--- src/logic/mscp_pkg.sv ---
// Constants, state codes and opcodes of the monitor serial command port
//------------------------------------------------------------------------------
//------------------------------------------------------------------------------
package mscp_pkg;
  localparam int SYS_CLK_HZ   = 25_000_000;  // Internal bus clock rate
  localparam int EXT_DIV      = 1024;        // External clocks per bit
  localparam int PLL_REF_HZ   = 32_768;      // Assumed crystal for ground entry
  localparam int PLL_BUS_HZ   = 2_457_600;   // Bus rate after PLL
  localparam int PLL_MULT     = PLL_BUS_HZ / PLL_REF_HZ;
  localparam int BUS_PER_BIT  = EXT_DIV / 4; // Bus is external clock over four
  localparam int PLL_BAUD     = PLL_BUS_HZ / BUS_PER_BIT;
  localparam int LEN_W        = 20;          // Width of bit length counters
  localparam logic [LEN_W-1:0] PLL_BIT_CYC = LEN_W'(SYS_CLK_HZ / PLL_BAUD);
  localparam logic [10:0] EXT_DIV_EDGES   = 11'(EXT_DIV);
  localparam logic [3:0]  FRAME_BITS      = 4'ha;  // Start, 8 data, stop
  localparam logic [3:0]  STOP_IDX        = 4'h9;
  localparam logic [3:0]  GAP_BITS        = 4'h2;
  localparam logic [3:0]  CANCEL_BITS     = 4'hb;
  localparam logic [3:0]  SEC_BYTES       = 4'h8;
  localparam logic [1:0]  ENTRY_SETTLE    = 2'h3;  // Cycles for pin synchronisers
  localparam logic [15:0] IDX_RST         = 16'h0000;
  localparam logic [7:0]  OP_MEM_READ     = 8'h4a;
  localparam logic [7:0]  OP_MEM_WRITE    = 8'h49;
  localparam int          TX_W            = 9;     // Break flag and byte
  localparam int          TX_DEPTH        = 16;
  typedef enum logic [10:0] {
    S_ENTRY = 11'h001, S_CAL   = 11'h002, S_OFF   = 11'h004, S_SEC   = 11'h008,
    S_IDLE  = 11'h010, S_ARG   = 11'h020, S_WAIT  = 11'h040, S_EXEC  = 11'h080,
    S_RDREQ = 11'h100, S_RDATA = 11'h200, S_PUSH  = 11'h400
  } mscp_eng_t;
  typedef enum logic [2:0] {R_IDLE = 3'h1, R_BITS = 3'h2, R_HOLD = 3'h4} mscp_rx_t;
  typedef enum logic [2:0] {T_IDLE = 3'h1, T_GAP = 3'h2, T_SHIFT = 3'h4} mscp_tx_t;
endpackage

--- src/logic/mscp_port.sv ---
// Monitor serial command port: transmit queue and command interpreter
`timescale 1ns/1ps

//------------------------------------------------------------------------------
// Transmit queue
//------------------------------------------------------------------------------
module mscp_fifo #(
  parameter int W     = 9,
  parameter int DEPTH = 16
) (
  input  wire logic         sys_clk,
  input  wire logic         rstn,
  input  wire logic         in_valid,
  output logic              in_ready,
  input  wire logic [W-1:0] in_data,
  output logic              out_valid,
  input  wire logic         out_ready,
  output logic [W-1:0]      out_data
);
  localparam int AW = $clog2(DEPTH);
  logic [W-1:0] mem [DEPTH];
  logic [AW:0]  wr_reg;
  logic [AW:0]  wr_next;
  logic [AW:0]  rd_reg;
  logic [AW:0]  rd_next;
  logic         push;

  // Full and empty from pointers with wrap bit
  assign in_ready  = !((wr_reg[AW] != rd_reg[AW]) && (wr_reg[AW-1:0] == rd_reg[AW-1:0]));
  assign out_valid = (wr_reg != rd_reg);
  assign out_data  = mem[rd_reg[AW-1:0]];
  assign push      = in_valid && in_ready;

  // Pointer advance
  always_comb
  begin
    wr_next = push ? wr_reg + 1'b1 : wr_reg;
    rd_next = (out_valid && out_ready) ? rd_reg + 1'b1 : rd_reg;
  end

  // Pointer and storage registers
  always_ff @(posedge sys_clk)
  begin
    if (!rstn)
    begin
      wr_reg <= '0;
      rd_reg <= '0;
    end
    else
    begin
      wr_reg <= wr_next;
      rd_reg <= rd_next;
    end
    if (push)
      mem[wr_reg[AW-1:0]] <= in_data;
  end
endmodule

//------------------------------------------------------------------------------
// Command port
//------------------------------------------------------------------------------
module mscp_port #(
  parameter logic [7:0] OP_INDEXED_READ  = 8'h1a,  // Opcode value arbitrary
  parameter logic [7:0] OP_INDEXED_WRITE = 8'h19,  // Opcode value arbitrary
  parameter logic [7:0] OP_SP_READ       = 8'h0c,  // Opcode value arbitrary
  parameter logic [7:0] OP_RUN           = 8'h28,  // Opcode value arbitrary
  parameter int         BIT_DIV          = mscp_pkg::EXT_DIV  // External clocks per bit
) (
  input  wire logic        sys_clk,
  input  wire logic        rstn,
  input  wire logic        monitor_serial_pin_in,
  output logic             monitor_serial_pin_out,
  output logic             monitor_serial_pin_oe,
  input  wire logic        ext_clk,
  input  wire logic        irq_test_high_voltage,
  input  wire logic        irq_grounded,
  input  wire logic        reset_vector_blank,
  input  wire logic [15:0] stack_pointer,
  output logic [15:0]      mem_addr,
  output logic [7:0]       mem_wdata,
  output logic             mem_we,
  output logic             mem_re,
  input  wire logic [7:0]  mem_rdata,
  output logic             run_user,
  output logic             cmd_cancelled,
  output logic             monitor_active,
  output logic             pll_enable
);
  import mscp_pkg::*;

  // Decode opcode: known flag and operand count
  function automatic logic [2:0] cmd_args(input logic [7:0] op);
    cmd_args = 3'h0;
    if (op == OP_MEM_READ)           cmd_args = 3'h6;
    else if (op == OP_MEM_WRITE)     cmd_args = 3'h7;
    else if (op == OP_INDEXED_WRITE) cmd_args = 3'h5;
    else if ((op == OP_INDEXED_READ) || (op == OP_SP_READ) || (op == OP_RUN))
      cmd_args = 3'h4;
  endfunction

  logic rx_s1, rx_s2, rx_prev, ext_s1, ext_s2, ext_prev, hv_s1, hv_s2, gnd_s1, gnd_s2;
  logic             fifo_in_ready, fifo_out_valid, tx_pop;
  logic [TX_W-1:0]  fifo_out_data;
  logic             tx_busy, ext_rise;
  logic [2:0]       op_args;
  // Engine state
  mscp_eng_t        e_reg, e_next;
  logic [1:0]       settle_reg, settle_next;
  logic [10:0]      edges_reg, edges_next;
  logic [LEN_W-1:0] tick_reg, tick_next, bit_len_reg, bit_len_next;
  logic [3:0]       cnt_reg, cnt_next;
  logic [7:0]       op_reg, op_next, data_reg, data_next;
  logic [15:0]      addr_reg, addr_next, idx_reg, idx_next;
  logic [1:0]       left_reg, left_next;
  logic             brk_reg, brk_next, push_req_reg, push_req_next;
  logic [TX_W-1:0]  push_dat_reg, push_dat_next;
  logic [15:0]      mem_addr_next;
  logic [7:0]       mem_wdata_next;
  logic             mem_we_next, mem_re_next, run_next, cancel_next, active_next, pll_next;
  // Receiver state
  mscp_rx_t         r_reg, r_next;
  logic [LEN_W-1:0] r_tick_reg, r_tick_next;
  logic [3:0]       r_bits_reg, r_bits_next;
  logic [7:0]       r_sh_reg, r_sh_next;
  logic             rx_valid_reg, rx_valid_next, rx_break_reg, rx_break_next;
  // Transmitter state
  mscp_tx_t         t_reg, t_next;
  logic [LEN_W-1:0] t_tick_reg, t_tick_next;
  logic [3:0]       t_bits_reg, t_bits_next;
  logic [9:0]       t_frame_reg, t_frame_next;
  logic             out_next, oe_next;

  // Pin synchronisers
  always_ff @(posedge sys_clk)
  begin
    if (!rstn)
      {rx_s1, rx_s2, rx_prev, ext_s1, ext_s2, ext_prev, hv_s1, hv_s2, gnd_s1, gnd_s2} <= 10'h3f8;
    else
    begin
      {rx_s1, rx_s2, rx_prev} <= {monitor_serial_pin_in, rx_s1, rx_s2};
      {ext_s1, ext_s2, ext_prev} <= {ext_clk, ext_s1, ext_s2};
      {hv_s1, hv_s2, gnd_s1, gnd_s2} <= {irq_test_high_voltage, hv_s1, irq_grounded, gnd_s1};
    end
  end
  assign ext_rise = ext_s2 && !ext_prev;
  assign tx_busy  = (t_reg != T_IDLE);
  assign op_args  = cmd_args(r_sh_reg);  // Known flag and operand count of last byte

  // Queue of echoes and responses toward the transmitter
  mscp_fifo #(.W(TX_W), .DEPTH(TX_DEPTH)) u_txq (
    .sys_clk   (sys_clk),
    .rstn      (rstn),
    .in_valid  (push_req_reg),
    .in_ready  (fifo_in_ready),
    .in_data   (push_dat_reg),
    .out_valid (fifo_out_valid),
    .out_ready (tx_pop),
    .out_data  (fifo_out_data)
  );

  //----------------------------------------------------------------------------
  // Receiver
  //----------------------------------------------------------------------------
  // Mid-bit sampling of start, data and stop
  always_comb
  begin
    r_next = r_reg;
    r_tick_next = r_tick_reg;
    r_bits_next = r_bits_reg;
    r_sh_next = r_sh_reg;
    rx_valid_next = 1'b0;
    rx_break_next = 1'b0;
    unique case (r_reg)
      R_IDLE:
        if (monitor_active && !tx_busy && rx_prev && !rx_s2)
        begin
          r_next = R_BITS;
          r_tick_next = bit_len_reg >> 1;
          r_bits_next = 4'h0;
        end
      R_BITS:
        if (r_tick_reg == '0)
        begin
          r_tick_next = bit_len_reg - 1'b1;
          r_bits_next = r_bits_reg + 1'b1;
          if (r_bits_reg == 4'h0)
          begin
            if (rx_s2)
              r_next = R_IDLE;                       // Glitch, not a start bit
          end
          else if (r_bits_reg != STOP_IDX)
            r_sh_next = {rx_s2, r_sh_reg[7:1]};
          else if (rx_s2)
          begin
            rx_valid_next = 1'b1;
            r_next = R_IDLE;
          end
          else
          begin
            rx_break_next = (r_sh_reg == 8'h00);
            r_next = R_HOLD;
          end
        end
        else
          r_tick_next = r_tick_reg - 1'b1;
      R_HOLD:
        if (rx_s2)
          r_next = R_IDLE;
      default:
        r_next = R_IDLE;
    endcase
  end

  // Receiver registers
  always_ff @(posedge sys_clk)
  begin
    if (!rstn)
    begin
      r_reg <= R_IDLE;
      r_tick_reg <= '0;
      r_bits_reg <= 4'h0;
      r_sh_reg <= 8'h00;
      rx_valid_reg <= 1'b0;
      rx_break_reg <= 1'b0;
    end
    else
    begin
      r_reg <= r_next;
      r_tick_reg <= r_tick_next;
      r_bits_reg <= r_bits_next;
      r_sh_reg <= r_sh_next;
      rx_valid_reg <= rx_valid_next;
      rx_break_reg <= rx_break_next;
    end
  end

  //----------------------------------------------------------------------------
  // Transmitter
  //----------------------------------------------------------------------------
  assign tx_pop = (t_reg == T_IDLE) && monitor_active;

  // Two high bits of gap, then a frame or a break
  always_comb
  begin
    t_next = t_reg;
    t_tick_next = t_tick_reg;
    t_bits_next = t_bits_reg;
    t_frame_next = t_frame_reg;
    out_next = monitor_serial_pin_out;
    oe_next = monitor_serial_pin_oe;
    unique case (t_reg)
      T_IDLE:
        if (tx_pop && fifo_out_valid)
        begin
          t_next = T_GAP;
          t_tick_next = '0;
          t_bits_next = GAP_BITS;
          t_frame_next = fifo_out_data[8] ? 10'h000 : {1'b1, fifo_out_data[7:0], 1'b0};
          out_next = 1'b1;
          oe_next = 1'b1;
        end
      T_GAP, T_SHIFT:
        if (t_tick_reg == bit_len_reg - 1'b1)
        begin
          t_tick_next = '0;
          t_bits_next = t_bits_reg - 1'b1;
          if (t_reg == T_GAP && t_bits_reg == 4'h1)
          begin
            t_next = T_SHIFT;
            t_bits_next = FRAME_BITS;
            out_next = t_frame_reg[0];
          end
          else if (t_reg == T_SHIFT)
          begin
            t_frame_next = t_frame_reg >> 1;
            out_next = t_frame_reg[1];
            if (t_bits_reg == 4'h1)
            begin
              t_next = T_IDLE;
              out_next = 1'b1;
              oe_next = 1'b0;
            end
          end
        end
        else
          t_tick_next = t_tick_reg + 1'b1;
      default:
        t_next = T_IDLE;
    endcase
  end

  // Transmitter registers
  always_ff @(posedge sys_clk)
  begin
    if (!rstn)
    begin
      t_reg <= T_IDLE;
      t_tick_reg <= '0;
      t_bits_reg <= 4'h0;
      t_frame_reg <= 10'h3ff;
      monitor_serial_pin_out <= 1'b1;
      monitor_serial_pin_oe <= 1'b0;
    end
    else
    begin
      t_reg <= t_next;
      t_tick_reg <= t_tick_next;
      t_bits_reg <= t_bits_next;
      t_frame_reg <= t_frame_next;
      monitor_serial_pin_out <= out_next;
      monitor_serial_pin_oe <= oe_next;
    end
  end

  //----------------------------------------------------------------------------
  // Command engine
  //----------------------------------------------------------------------------
  // Entry, calibration, echo, cancel window and execution
  always_comb
  begin
    e_next = e_reg;
    settle_next = settle_reg;
    edges_next = edges_reg;
    tick_next = tick_reg;
    bit_len_next = bit_len_reg;
    cnt_next = cnt_reg;
    op_next = op_reg;
    data_next = data_reg;
    addr_next = addr_reg;
    idx_next = idx_reg;
    left_next = left_reg;
    brk_next = brk_reg;
    push_req_next = push_req_reg && !fifo_in_ready;
    push_dat_next = push_dat_reg;
    mem_addr_next = mem_addr;
    mem_wdata_next = mem_wdata;
    mem_we_next = 1'b0;
    mem_re_next = 1'b0;
    run_next = 1'b0;
    cancel_next = 1'b0;
    active_next = monitor_active;
    pll_next = pll_enable;
    // Echo of bytes and breaks while listening
    if ((e_reg == S_SEC || e_reg == S_IDLE || e_reg == S_ARG || e_reg == S_WAIT) && !push_req_next)
    begin
      if (rx_valid_reg)
      begin
        push_req_next = 1'b1;
        push_dat_next = {1'b0, r_sh_reg};
      end
      else if (rx_break_reg)
      begin
        push_req_next = 1'b1;
        push_dat_next = {1'b1, 8'h00};
      end
    end
    unique case (e_reg)
      S_ENTRY:
        if (settle_reg == ENTRY_SETTLE)
        begin
          if (!hv_s2 && !reset_vector_blank)
            e_next = S_OFF;
          else if (!hv_s2 && gnd_s2)
          begin
            pll_next = 1'b1;
            bit_len_next = PLL_BIT_CYC;
            active_next = 1'b1;
            e_next = S_SEC;
          end
          else
            e_next = S_CAL;
          cnt_next = 4'h0;
          edges_next = '0;
        end
        else
          settle_next = settle_reg + 1'b1;
      S_CAL:
      begin
        tick_next = tick_reg + 1'b1;
        if (ext_rise)
        begin
          edges_next = edges_reg + 1'b1;
          if (edges_reg == '0)
            tick_next = LEN_W'(1);
          else if (edges_reg == 11'(BIT_DIV))
          begin
            bit_len_next = tick_reg;
            active_next = 1'b1;
            e_next = S_SEC;
          end
        end
      end
      S_SEC:
        if (rx_valid_reg)
        begin
          cnt_next = cnt_reg + 1'b1;
          if (cnt_reg == SEC_BYTES - 1'b1)
          begin
            brk_next = 1'b1;
            left_next = 2'h1;
            e_next = S_PUSH;
          end
        end
      S_IDLE:
        if (rx_valid_reg && op_args[2])
        begin
          op_next = r_sh_reg;
          cnt_next = {2'b00, op_args[1:0]};
          tick_next = '0;
          if (op_args[1:0] == 2'h0)
          begin
            cnt_next = CANCEL_BITS;
            e_next = S_WAIT;
          end
          else
            e_next = S_ARG;
        end
      S_ARG:
        if (rx_break_reg)
        begin
          cancel_next = 1'b1;
          e_next = S_IDLE;
        end
        else if (rx_valid_reg)
        begin
          addr_next = {addr_reg[7:0], data_reg};
          data_next = r_sh_reg;
          cnt_next = cnt_reg - 1'b1;
          if (cnt_reg == 4'h1)
          begin
            cnt_next = CANCEL_BITS;
            tick_next = '0;
            e_next = S_WAIT;
          end
        end
      S_WAIT:
        if (rx_break_reg)
        begin
          cancel_next = 1'b1;
          e_next = S_IDLE;
        end
        else if (tx_busy || fifo_out_valid || push_req_reg || rx_valid_reg)
          tick_next = '0;
        else if (tick_reg == bit_len_reg - 1'b1)
        begin
          tick_next = '0;
          cnt_next = cnt_reg - 1'b1;
          if (cnt_reg == 4'h1)
            e_next = S_EXEC;
        end
        else
          tick_next = tick_reg + 1'b1;
      S_EXEC:
      begin
        brk_next = 1'b0;
        e_next = S_IDLE;
        if (op_reg == OP_MEM_READ)
        begin
          addr_next = {addr_reg[7:0], data_reg};
          left_next = 2'h1;
          e_next = S_RDREQ;
        end
        else if (op_reg == OP_INDEXED_READ)
        begin
          addr_next = idx_reg;
          left_next = 2'h2;
          e_next = S_RDREQ;
        end
        else if (op_reg == OP_SP_READ)
        begin
          data_next = stack_pointer[15:8];
          left_next = 2'h2;
          e_next = S_PUSH;
        end
        else if (op_reg == OP_MEM_WRITE || op_reg == OP_INDEXED_WRITE)
        begin
          mem_addr_next = (op_reg == OP_MEM_WRITE) ? addr_reg : idx_reg;
          mem_wdata_next = data_reg;
          mem_we_next = 1'b1;
          idx_next = mem_addr_next + 1'b1;
        end
        else
          run_next = 1'b1;
      end
      S_RDREQ:
      begin
        mem_addr_next = addr_reg;
        mem_re_next = 1'b1;
        e_next = S_RDATA;
      end
      S_RDATA:
      begin
        data_next = mem_rdata;
        addr_next = addr_reg + 1'b1;
        idx_next = addr_reg + 1'b1;
        e_next = S_PUSH;
      end
      S_PUSH:
        if (!push_req_reg)
        begin
          push_req_next = 1'b1;
          push_dat_next = {brk_reg, data_reg};
          left_next = left_reg - 1'b1;
          if (left_reg == 2'h1)
          begin
            brk_next = 1'b0;
            e_next = S_IDLE;
          end
          else if (op_reg == OP_SP_READ)
            data_next = stack_pointer[7:0];
          else
            e_next = S_RDREQ;
        end
      S_OFF:
        active_next = 1'b0;
      default:
        e_next = S_ENTRY;
    endcase
  end

  // Engine registers
  always_ff @(posedge sys_clk)
  begin
    if (!rstn)
    begin
      e_reg <= S_ENTRY;
      {settle_reg, edges_reg, tick_reg, bit_len_reg, cnt_reg} <= '0;
      {op_reg, data_reg, addr_reg, left_reg, brk_reg, push_req_reg, push_dat_reg} <= '0;
      idx_reg <= IDX_RST;
      {mem_addr, mem_wdata, mem_we, mem_re, run_user, cmd_cancelled} <= '0;
      {monitor_active, pll_enable} <= 2'b00;
    end
    else
    begin
      e_reg <= e_next;
      {settle_reg, edges_reg, tick_reg, bit_len_reg, cnt_reg} <=
        {settle_next, edges_next, tick_next, bit_len_next, cnt_next};
      {op_reg, data_reg, addr_reg, left_reg, brk_reg, push_req_reg, push_dat_reg} <=
        {op_next, data_next, addr_next, left_next, brk_next, push_req_next, push_dat_next};
      idx_reg <= idx_next;
      {mem_addr, mem_wdata, mem_we, mem_re, run_user, cmd_cancelled} <=
        {mem_addr_next, mem_wdata_next, mem_we_next, mem_re_next, run_next, cancel_next};
      {monitor_active, pll_enable} <= {active_next, pll_next};
    end
  end
endmodule

--- config.mk ---
export PLATFORM = sky130hd
export DESIGN_NAME = mscp_port
export DESIGN_NICKNAME = d
export VERILOG_FILES = /design/src/logic/mscp_pkg.sv /design/src/logic/mscp_port.sv
export SDC_FILE = /design/constraint.sdc
export NUM_CORES = 1
export LEC_CHECK = 0
export BUFFER_PORTS_ARGS = -buffer_cell sky130_fd_sc_hd__buf_2
export CAP_MARGIN = 40
export CORE_AREA = 10 10 224 226
export DETAILED_ROUTE_END_ITERATION = 16
export DIE_AREA = 0 0 234 236
export PLACE_DENSITY_LB_ADDON = 0.12
export SKIP_CTS_REPAIR_TIMING = 1
export SYNTH_ARGS = -nofsm -noshare
export SYNTH_HDL_FRONTEND = slang
export SYNTH_SLANG_ARGS = --single-unit
export TNS_END_PERCENT = 50
--- constraint.sdc ---
create_clock -name sys_clk -period 3.9 [get_ports sys_clk]
set_input_delay 0.195 -clock sys_clk [delete_from_list [all_inputs] [get_ports sys_clk]]
set_output_delay 0.195 -clock sys_clk [all_outputs]
set_load 0.01 [all_outputs]
==> results.tsv, run 1 <==
stage	metric	value	unit
place	numPortBuffers	62	
timing	min_period	3.75	ns
place	placed_cells	2850	
run	maxCapViolCount	0	
critical_path	worstPathArrival	4.25	ns
yosys	syn_nets	2299	
clocking	cts_tree	done	
global_route	grt_pass1_vias	16700	
yosys	synth_edf_count	144	
yosys	ys.flop_type	dfxtp_1	
routing	drt-pass1-iter-count	6	
final_layout	drive_above_1_share	14.5	%
yosys	synth_cell_types	94	
timing	slew_viol_final	0	
timing	layout_setup_ws	0.146	ns
timing	skew	0.0246	ns
yosys	synthArstFlopShare	0	%
final_layout	finalNonFillerCells	2940	
pwr	p_per_area	409	nW/um^2
timing	worst_pin_slew	0.963	ns
critical_path	path_class	register to register	
pwr	p_seq_share	45.2	%
global_route	grt_pass1_wl	96.2	mm
floorplanning	chipWidth	234	um
timing	fmax	266	MHz
floorplanning	die_h	236	um
critical_path	crit_path_max_fanout	10	
final_layout	syn2layout_area_growth	13.4	%
global_route	globalRouteOverflowTotal	0	
final_layout	largest_reg_flops	144	
critical_path	crit_path_start_kind	register	
timing	rsz0062_at_grt	no	
floorplanning	start_util	46.1	%
critical_path	worstSetupEndpointType	register	
routing	drc	0	
clocking	clockBufferDepth	3	
critical_path	path_common_cell	or4_1	
floorplanning	core_area	45900	um^2
floorplanning	die_area	55200	um^2
critical_path	r2r_start	bit_len_reg[0]	
timing	finalCritPeriodShare	96.2	%
clocking	clkTransAtPathRegs	0.06	ns
timing	finalHoldViolations	0	
hold_path	hold_depth	4	
clocking	h-tree-depth	2	
pwr	combPwrFrac	10.7	%
final_layout	n_antenna_cell	0	
yosys	yosys-top-cells-area	dfxtp_1, edfxtp_1, mux4_2	
pwr	leakage	8.63	nW
floorplanning	ioPinCount	63	
final_layout	multi_input_area	10800	um^2
pwr	vdd_drop_max	0.000321	V
place	place_ws	0.122	ns
final_layout	fillers	4265	
pwr	sw_frac_of_total	25.6	%
routing	drt_wl_total	61.3	mm
routing	wl_per_cell	20.8	um
routing	vias_per_cell	5.94	
critical_path	r2r-end	e_reg[1]	
yosys	syn_inst	2244	
clocking	clkSinkCount	403	
yosys	yosysSeqAreaShare	45.0	%
global_route	grt_antenna_before_repair	1	
critical_path	worstPathRequired	4.40	ns
pwr	p_int	7.28	mW
routing	ant_nets	0	
yosys	yosysWarningCount	0	
clocking	cts-root-buf	clkbuf_16	
hold_path	hold_end	data_reg[1]	
hold_path	min-delay-path-class	input pin to register	
routing	drt_iter0_drc	1566	
yosys	synth_area	21100	um^2
timing	finalHoldWorstSlack	0.0331	ns
pwr	totalPowerFinal	9.79	mW
critical_path	cp_cell_sequence	or4_4, or3_1, xnor2_1, nand4bb_1, or4_1, or4_1, o31a_4, o41ai_2	
outcome	status	finished, final reports clean	
timing	setup_violations	0	
clocking	tritoncts.num_buffers	45	
timing	tns	0	ns
critical_path	rr_worst_depth	8	
hold_path	hp-start	stack_pointer[9]	
final_layout	seqCellArea	9510	um^2
critical_path	reg2reg_setup_slack	0.15	ns
routing	vias	17500	
yosys	netlist.area_leader.share	24.5	%
yosys	synth_top_area_cell	dfxtp_1	
final_layout	fin_nets	2352	
critical_path	critPathMaxStageDelay	0.62	ns
global_route	grt_max_degree	66	
yosys	synth_seq_cells	403	
critical_path	cp_slowest_cell	or4_4	
floorplanning	rows	79	
place	place_congestion	0.883	
pwr	p_sw	2.51	mW
timing	slew_headroom	35.1	%
clocking	clkLatencyLatePin	0.60	ns
global_route	gr-usage-all-layers	21.7	%
place	dp_hpwl	42.9	mm
pwr	pwr-share-clk	44.2	%
critical_path	startpoint	bit_len_reg[0]	
yosys	syn_avg_cell_area	9.41	um^2
-- critical path, delay by kind of cell, from the launching register on --
family	cells	cell delay, ns
and+or+nand+nor	5	2.44
AOI/OAI and AO/OA	2	0.68
DFF	1	0.37
xor gates and xnor gates	1	0.17
-- metal layers --
metal / up-vias / GRT usage, % / part of all wire [%]
met1: 8526 / 30.2 / 45
li1: 8324 / - / -
met2: 517 / 34.3 / 47
met3: 99 / 3.31 / 5.5
met5: - / 0 / 0
met4: 0 / 6.55 / 2.7
-- cell usage in the layout (no fill, tap or decap), drive strengths merged, types with 12 or more instances in the layout --
cell type,Yosys,final
a21oi,150,150
nand2,207,207
nor3,80,80
a22oi,18,18
and2,18,18
and3,43,43
o21a,14,14
nor4,20,20
ha,24,24
nor3b,18,18
dfxtp,259,259
nor2,247,247
nand2b,21,21
xnor2,61,61
a211oi,31,31
inv,42,44
nand3,72,72
o21ai,129,129
edfxtp,144,144
nand4,33,33
buf,22,170
nand3b,18,18
clkbuf,147,71
a21o,12,12
mux4,45,45
a221oi,14,14
a31oi,22,22
xnor3,14,14
nor2b,27,27
xor2,52,52
or3,39,39
mux2i,28,28
-- cells in the mapped netlist, types with 17 or more instances --
master and number:
xnor2_1 61, inv_1 41, nand3b_1 18, dfxtp_1 259, nor3b_1 17, a21oi_1 150, mux2i_1 28, nand2b_1 20
nor3_1 74, and3_1 43, xor2_1 52, nand4_1 32, nor4_1 18, a211oi_1 31, edfxtp_1 144, nand2_1 207
a22oi_1 17, o21ai_0 119, nor2b_1 27, or3_1 39, ha_1 24, clkbuf_1 146, a31oi_1 22, mux4_2 45
nand3_1 71, and2_1 18, nor2_1 247
-- worst max-delay path by stage --
stage	to	slack, ns	cells past startpoint
5_1_grt	e_reg[1]	0.04	11
2_1_floorplan	e_reg[1]	0.07	13
6_report	e_reg[1]	0.15	8
4_1_cts	e_reg[1]	0.07	11
3_3_place_gp	e_reg[1]	0.13	11
3_5_place_dp	e_reg[1]	0.12	11
-- power groups by stage --
stage                     registers (mW)  logic, mW  clock network (mW)
after floorplan                     4.49      0.726                   0
after global placement              4.51       1.01                   0
after detailed placement            4.51       1.02                   0
after CTS                           4.42       1.02                4.42
after global routing                4.43       1.13                4.57
final                               4.42       1.04                4.32
-- final cells by class --
class / instances / area share [%]
flip-flops and latches: 403 / 39.7
well taps: 607 / 3.17
inverters: 42 / 0.669
clock inverters: 12 / 0.747
repair buffers: 175 / 4.91
clock buffers: 71 / 5.59
multi-input cells: 1630 / 45.2
-- stage by stage --
| step | instance area, um^2 | utilization [%] |
|---|---|---|
| final | 23900 | 52.2 |
| after global routing | 23900 | 52.2 |
| after CTS | 23900 | 52.0 |
| after detailed placement | 22300 | 48.7 |
| after global placement | 22300 | 48.6 |
| after floorplan | 21100 | - |
-- cell families (layout without fill, tap and decap cells) --
logic type / Yosys count / count (layout) / synth area share [%]
mux: 78 / 78 / 6.39
compound gates: 503 / 503 / 15.2
buf+inv: 211 / 300 / 3.96
flops: 403 / 403 / 45.0
xor+xnor: 130 / 130 / 6.52
simple gates: 895 / 895 / 21.5
fa+ha+maj: 24 / 24 / 1.42
(Power assumes the default switching activity.)
==> run 2: changes to the inputs <==
CORE_AREA = 10 10 265 191   (was 10 10 224 226)
DIE_AREA = 0 0 275 201   (was 0 0 234 236)
==> run 2 against run 1 <==
  * Total power is 2.4% lower
  * Via count decreased by 0.44%
  * Core utilization hardly changed
  * Wire length down 2.4%
  * Global-route usage down 0.90 points
  * Cell area fell by 0.32%
  * Sequential share of layout area increased by 0.13 points
  * Clock skew grew 0.0091 ns
  * Count of clock-buffer cells in the layout shrank 15
==> results.tsv, run 2 (synthesis results as in run 1) <==
stage	metric	value	unit
outcome	status	finished, final reports clean	
timing	skew	0.0337	ns
place	place_ws	-0.00164	ns
global_route	grt_pass1_vias	16100	
critical_path	path_class	register to register	
clocking	clkTransAtPathRegs	0.07	ns
run	maxCapViolCount	0	
hold_path	min-delay-path-class	input pin to register	
critical_path	worstSetupEndpointType	register	
final_layout	most-common-layout-cells	dfxtp_1, nor2_1, nand2_1, a21oi_1, edfxtp_1	
pwr	p_per_area	400	nW/um^2
critical_path	cp.buffers_inverters	1	
clocking	cts-root-buf	clkbuf_16	
global_route	grt_max_degree	73	
timing	slew_headroom	40.7	%
critical_path	path_delay_family	simple AND/OR/NAND/NOR gates	
timing	min_period	3.73	ns
final_layout	finalNonFillerCells	2938	
timing	finalCritPeriodShare	95.6	%
global_route	globalRouteOverflowTotal	0	
floorplanning	ioPinCount	63	
routing	vias	17400	
final_layout	mostFrequentLayoutCell	dfxtp_1	
clocking	clkSinkCount	403	
pwr	leakage	8.58	nW
timing	rsz0062_at_grt	no	
critical_path	critPathMaxStageDelay	0.59	ns
final_layout	drive_above_1_share	14.4	%
clocking	cts_tree	done	
routing	drt_iter0_drc	1718	
critical_path	crit_path_max_fanout	10	
final_layout	syn2layout_area_growth	13.0	%
timing	finalHoldViolations	0	
critical_path	worstPathRequired	4.37	ns
final_layout	largest_reg_flops	144	
floorplanning	die_h	201	um
place	place_congestion	0.891	
global_route	grt_pass1_wl	93.3	mm
floorplanning	rows	66	
routing	ant_nets	0	
routing	drc	0	
routing	wl_per_cell	20.4	um
floorplanning	core_area	45700	um^2
timing	layout_setup_ws	0.171	ns
global_route	grt_antenna_before_repair	0	
place	dp_hpwl	42.0	mm
place	numPortBuffers	62	
floorplanning	die_area	55300	um^2
critical_path	crit_path_start_kind	register	
clocking	h-tree-depth	2	
timing	setup_violations	0	
timing	slew_viol_final	0	
floorplanning	chipWidth	275	um
timing	tns	0	ns
critical_path	path_common_cell	or4_1	
clocking	clkLatencyLatePin	0.59	ns
place	placed_cells	2855	
routing	drt_wl_total	59.8	mm
routing	vias_per_cell	5.92	
critical_path	cp_cell_sequence	buf_4, or4_4, or3_1, xnor2_1, nand4bb_1, or4_1, or4_1, o31a_4, o41ai_2	
final_layout	n_antenna_cell	0	
timing	worst_pin_slew	0.888	ns
floorplanning	start_util	46.2	%
final_layout	utilization	52.2	%
critical_path	cp_slowest_cell	or4_1	
global_route	gr-usage-all-layers	20.8	%
timing	fmax	268	MHz
critical_path	worstPathArrival	4.20	ns
clocking	clockBufferDepth	3	
clocking	tritoncts.num_buffers	41	
timing	finalHoldWorstSlack	0.0972	ns
routing	drt-pass1-iter-count	6	
pwr	vdd_drop_max	0.000312	V
final_layout	fin_nets	2349	
==> run 2: cell count changes in the layout (fill, tap and decap cells not counted), moves of 2 or more <==
cell / change
clkbuf_16: -4
clkinv_4: +2
clkinvlp_4: +2
clkbuf_8: -3
nor3_1: +2
clkinv_2: +3
clkbuf_1: -7
nor3_2: -2
==> run 2: cell type report <==
cell class / instances / area (um^2)
Clock buffer: 56 / 1160
Clock inverter: 19 / 239
Fill cell: 4229 / 21900
Inverter: 42 / 160
Multi-Input combinational cell: 1630 / 10800
Sequential cell: 403 / 9510
Tap cell: 612 / 766
Timing Repair Buffer: 176 / 1200
==> run 2: final timing paths <==
kind	startpoint	endpoint	slack, ns	cells after the start
max reg2reg	bit_len_reg[1]	e_reg[1]	0.17	9
min	stack_pointer[11]	data_reg[3]	0.1	4
max	bit_len_reg[1]	e_reg[1]	0.17	9
min reg2reg	ext_s1	ext_s2	0.41	1
==> run 2: power by group <==
group	leakage (nW)	internal (mW)	switching, mW
registers	3.42	4.37	0.0517
clock network	0.678	2.27	1.80
logic	4.48	0.418	0.650
total	8.58	7.05	2.50
==> run 2: stage by stage <==
stage	area (um^2)	power (mW)
finish	23900	9.55
global route	23900	9.88
detailed placement	22400	5.54
floorplan	21100	5.21
global placement	22300	5.53
CTS	23800	9.58
==> run 2: worst reg2reg max path, stage by stage (launching register included) <==
cell	delay, ns
dfxtp_1	0.32
buf_4	0.16
or4_4	0.51
or3_1	0.45
xnor2_1	0.17
nand4bb_1	0.19
or4_1	0.59
or4_1	0.57
o31a_4	0.37
o41ai_2	0.31
==> run 2: per-layer routing <==
layer / up-vias / wire (um) / GRT usage (%)
met5: - / 0 / 0
met4: 0 / 949 / 4.48
met3: 72 / 4420 / 4.13
met2: 554 / 24300 / 28.8
met1: 8436 / 30200 / 32.6
li1: 8327 / - / -
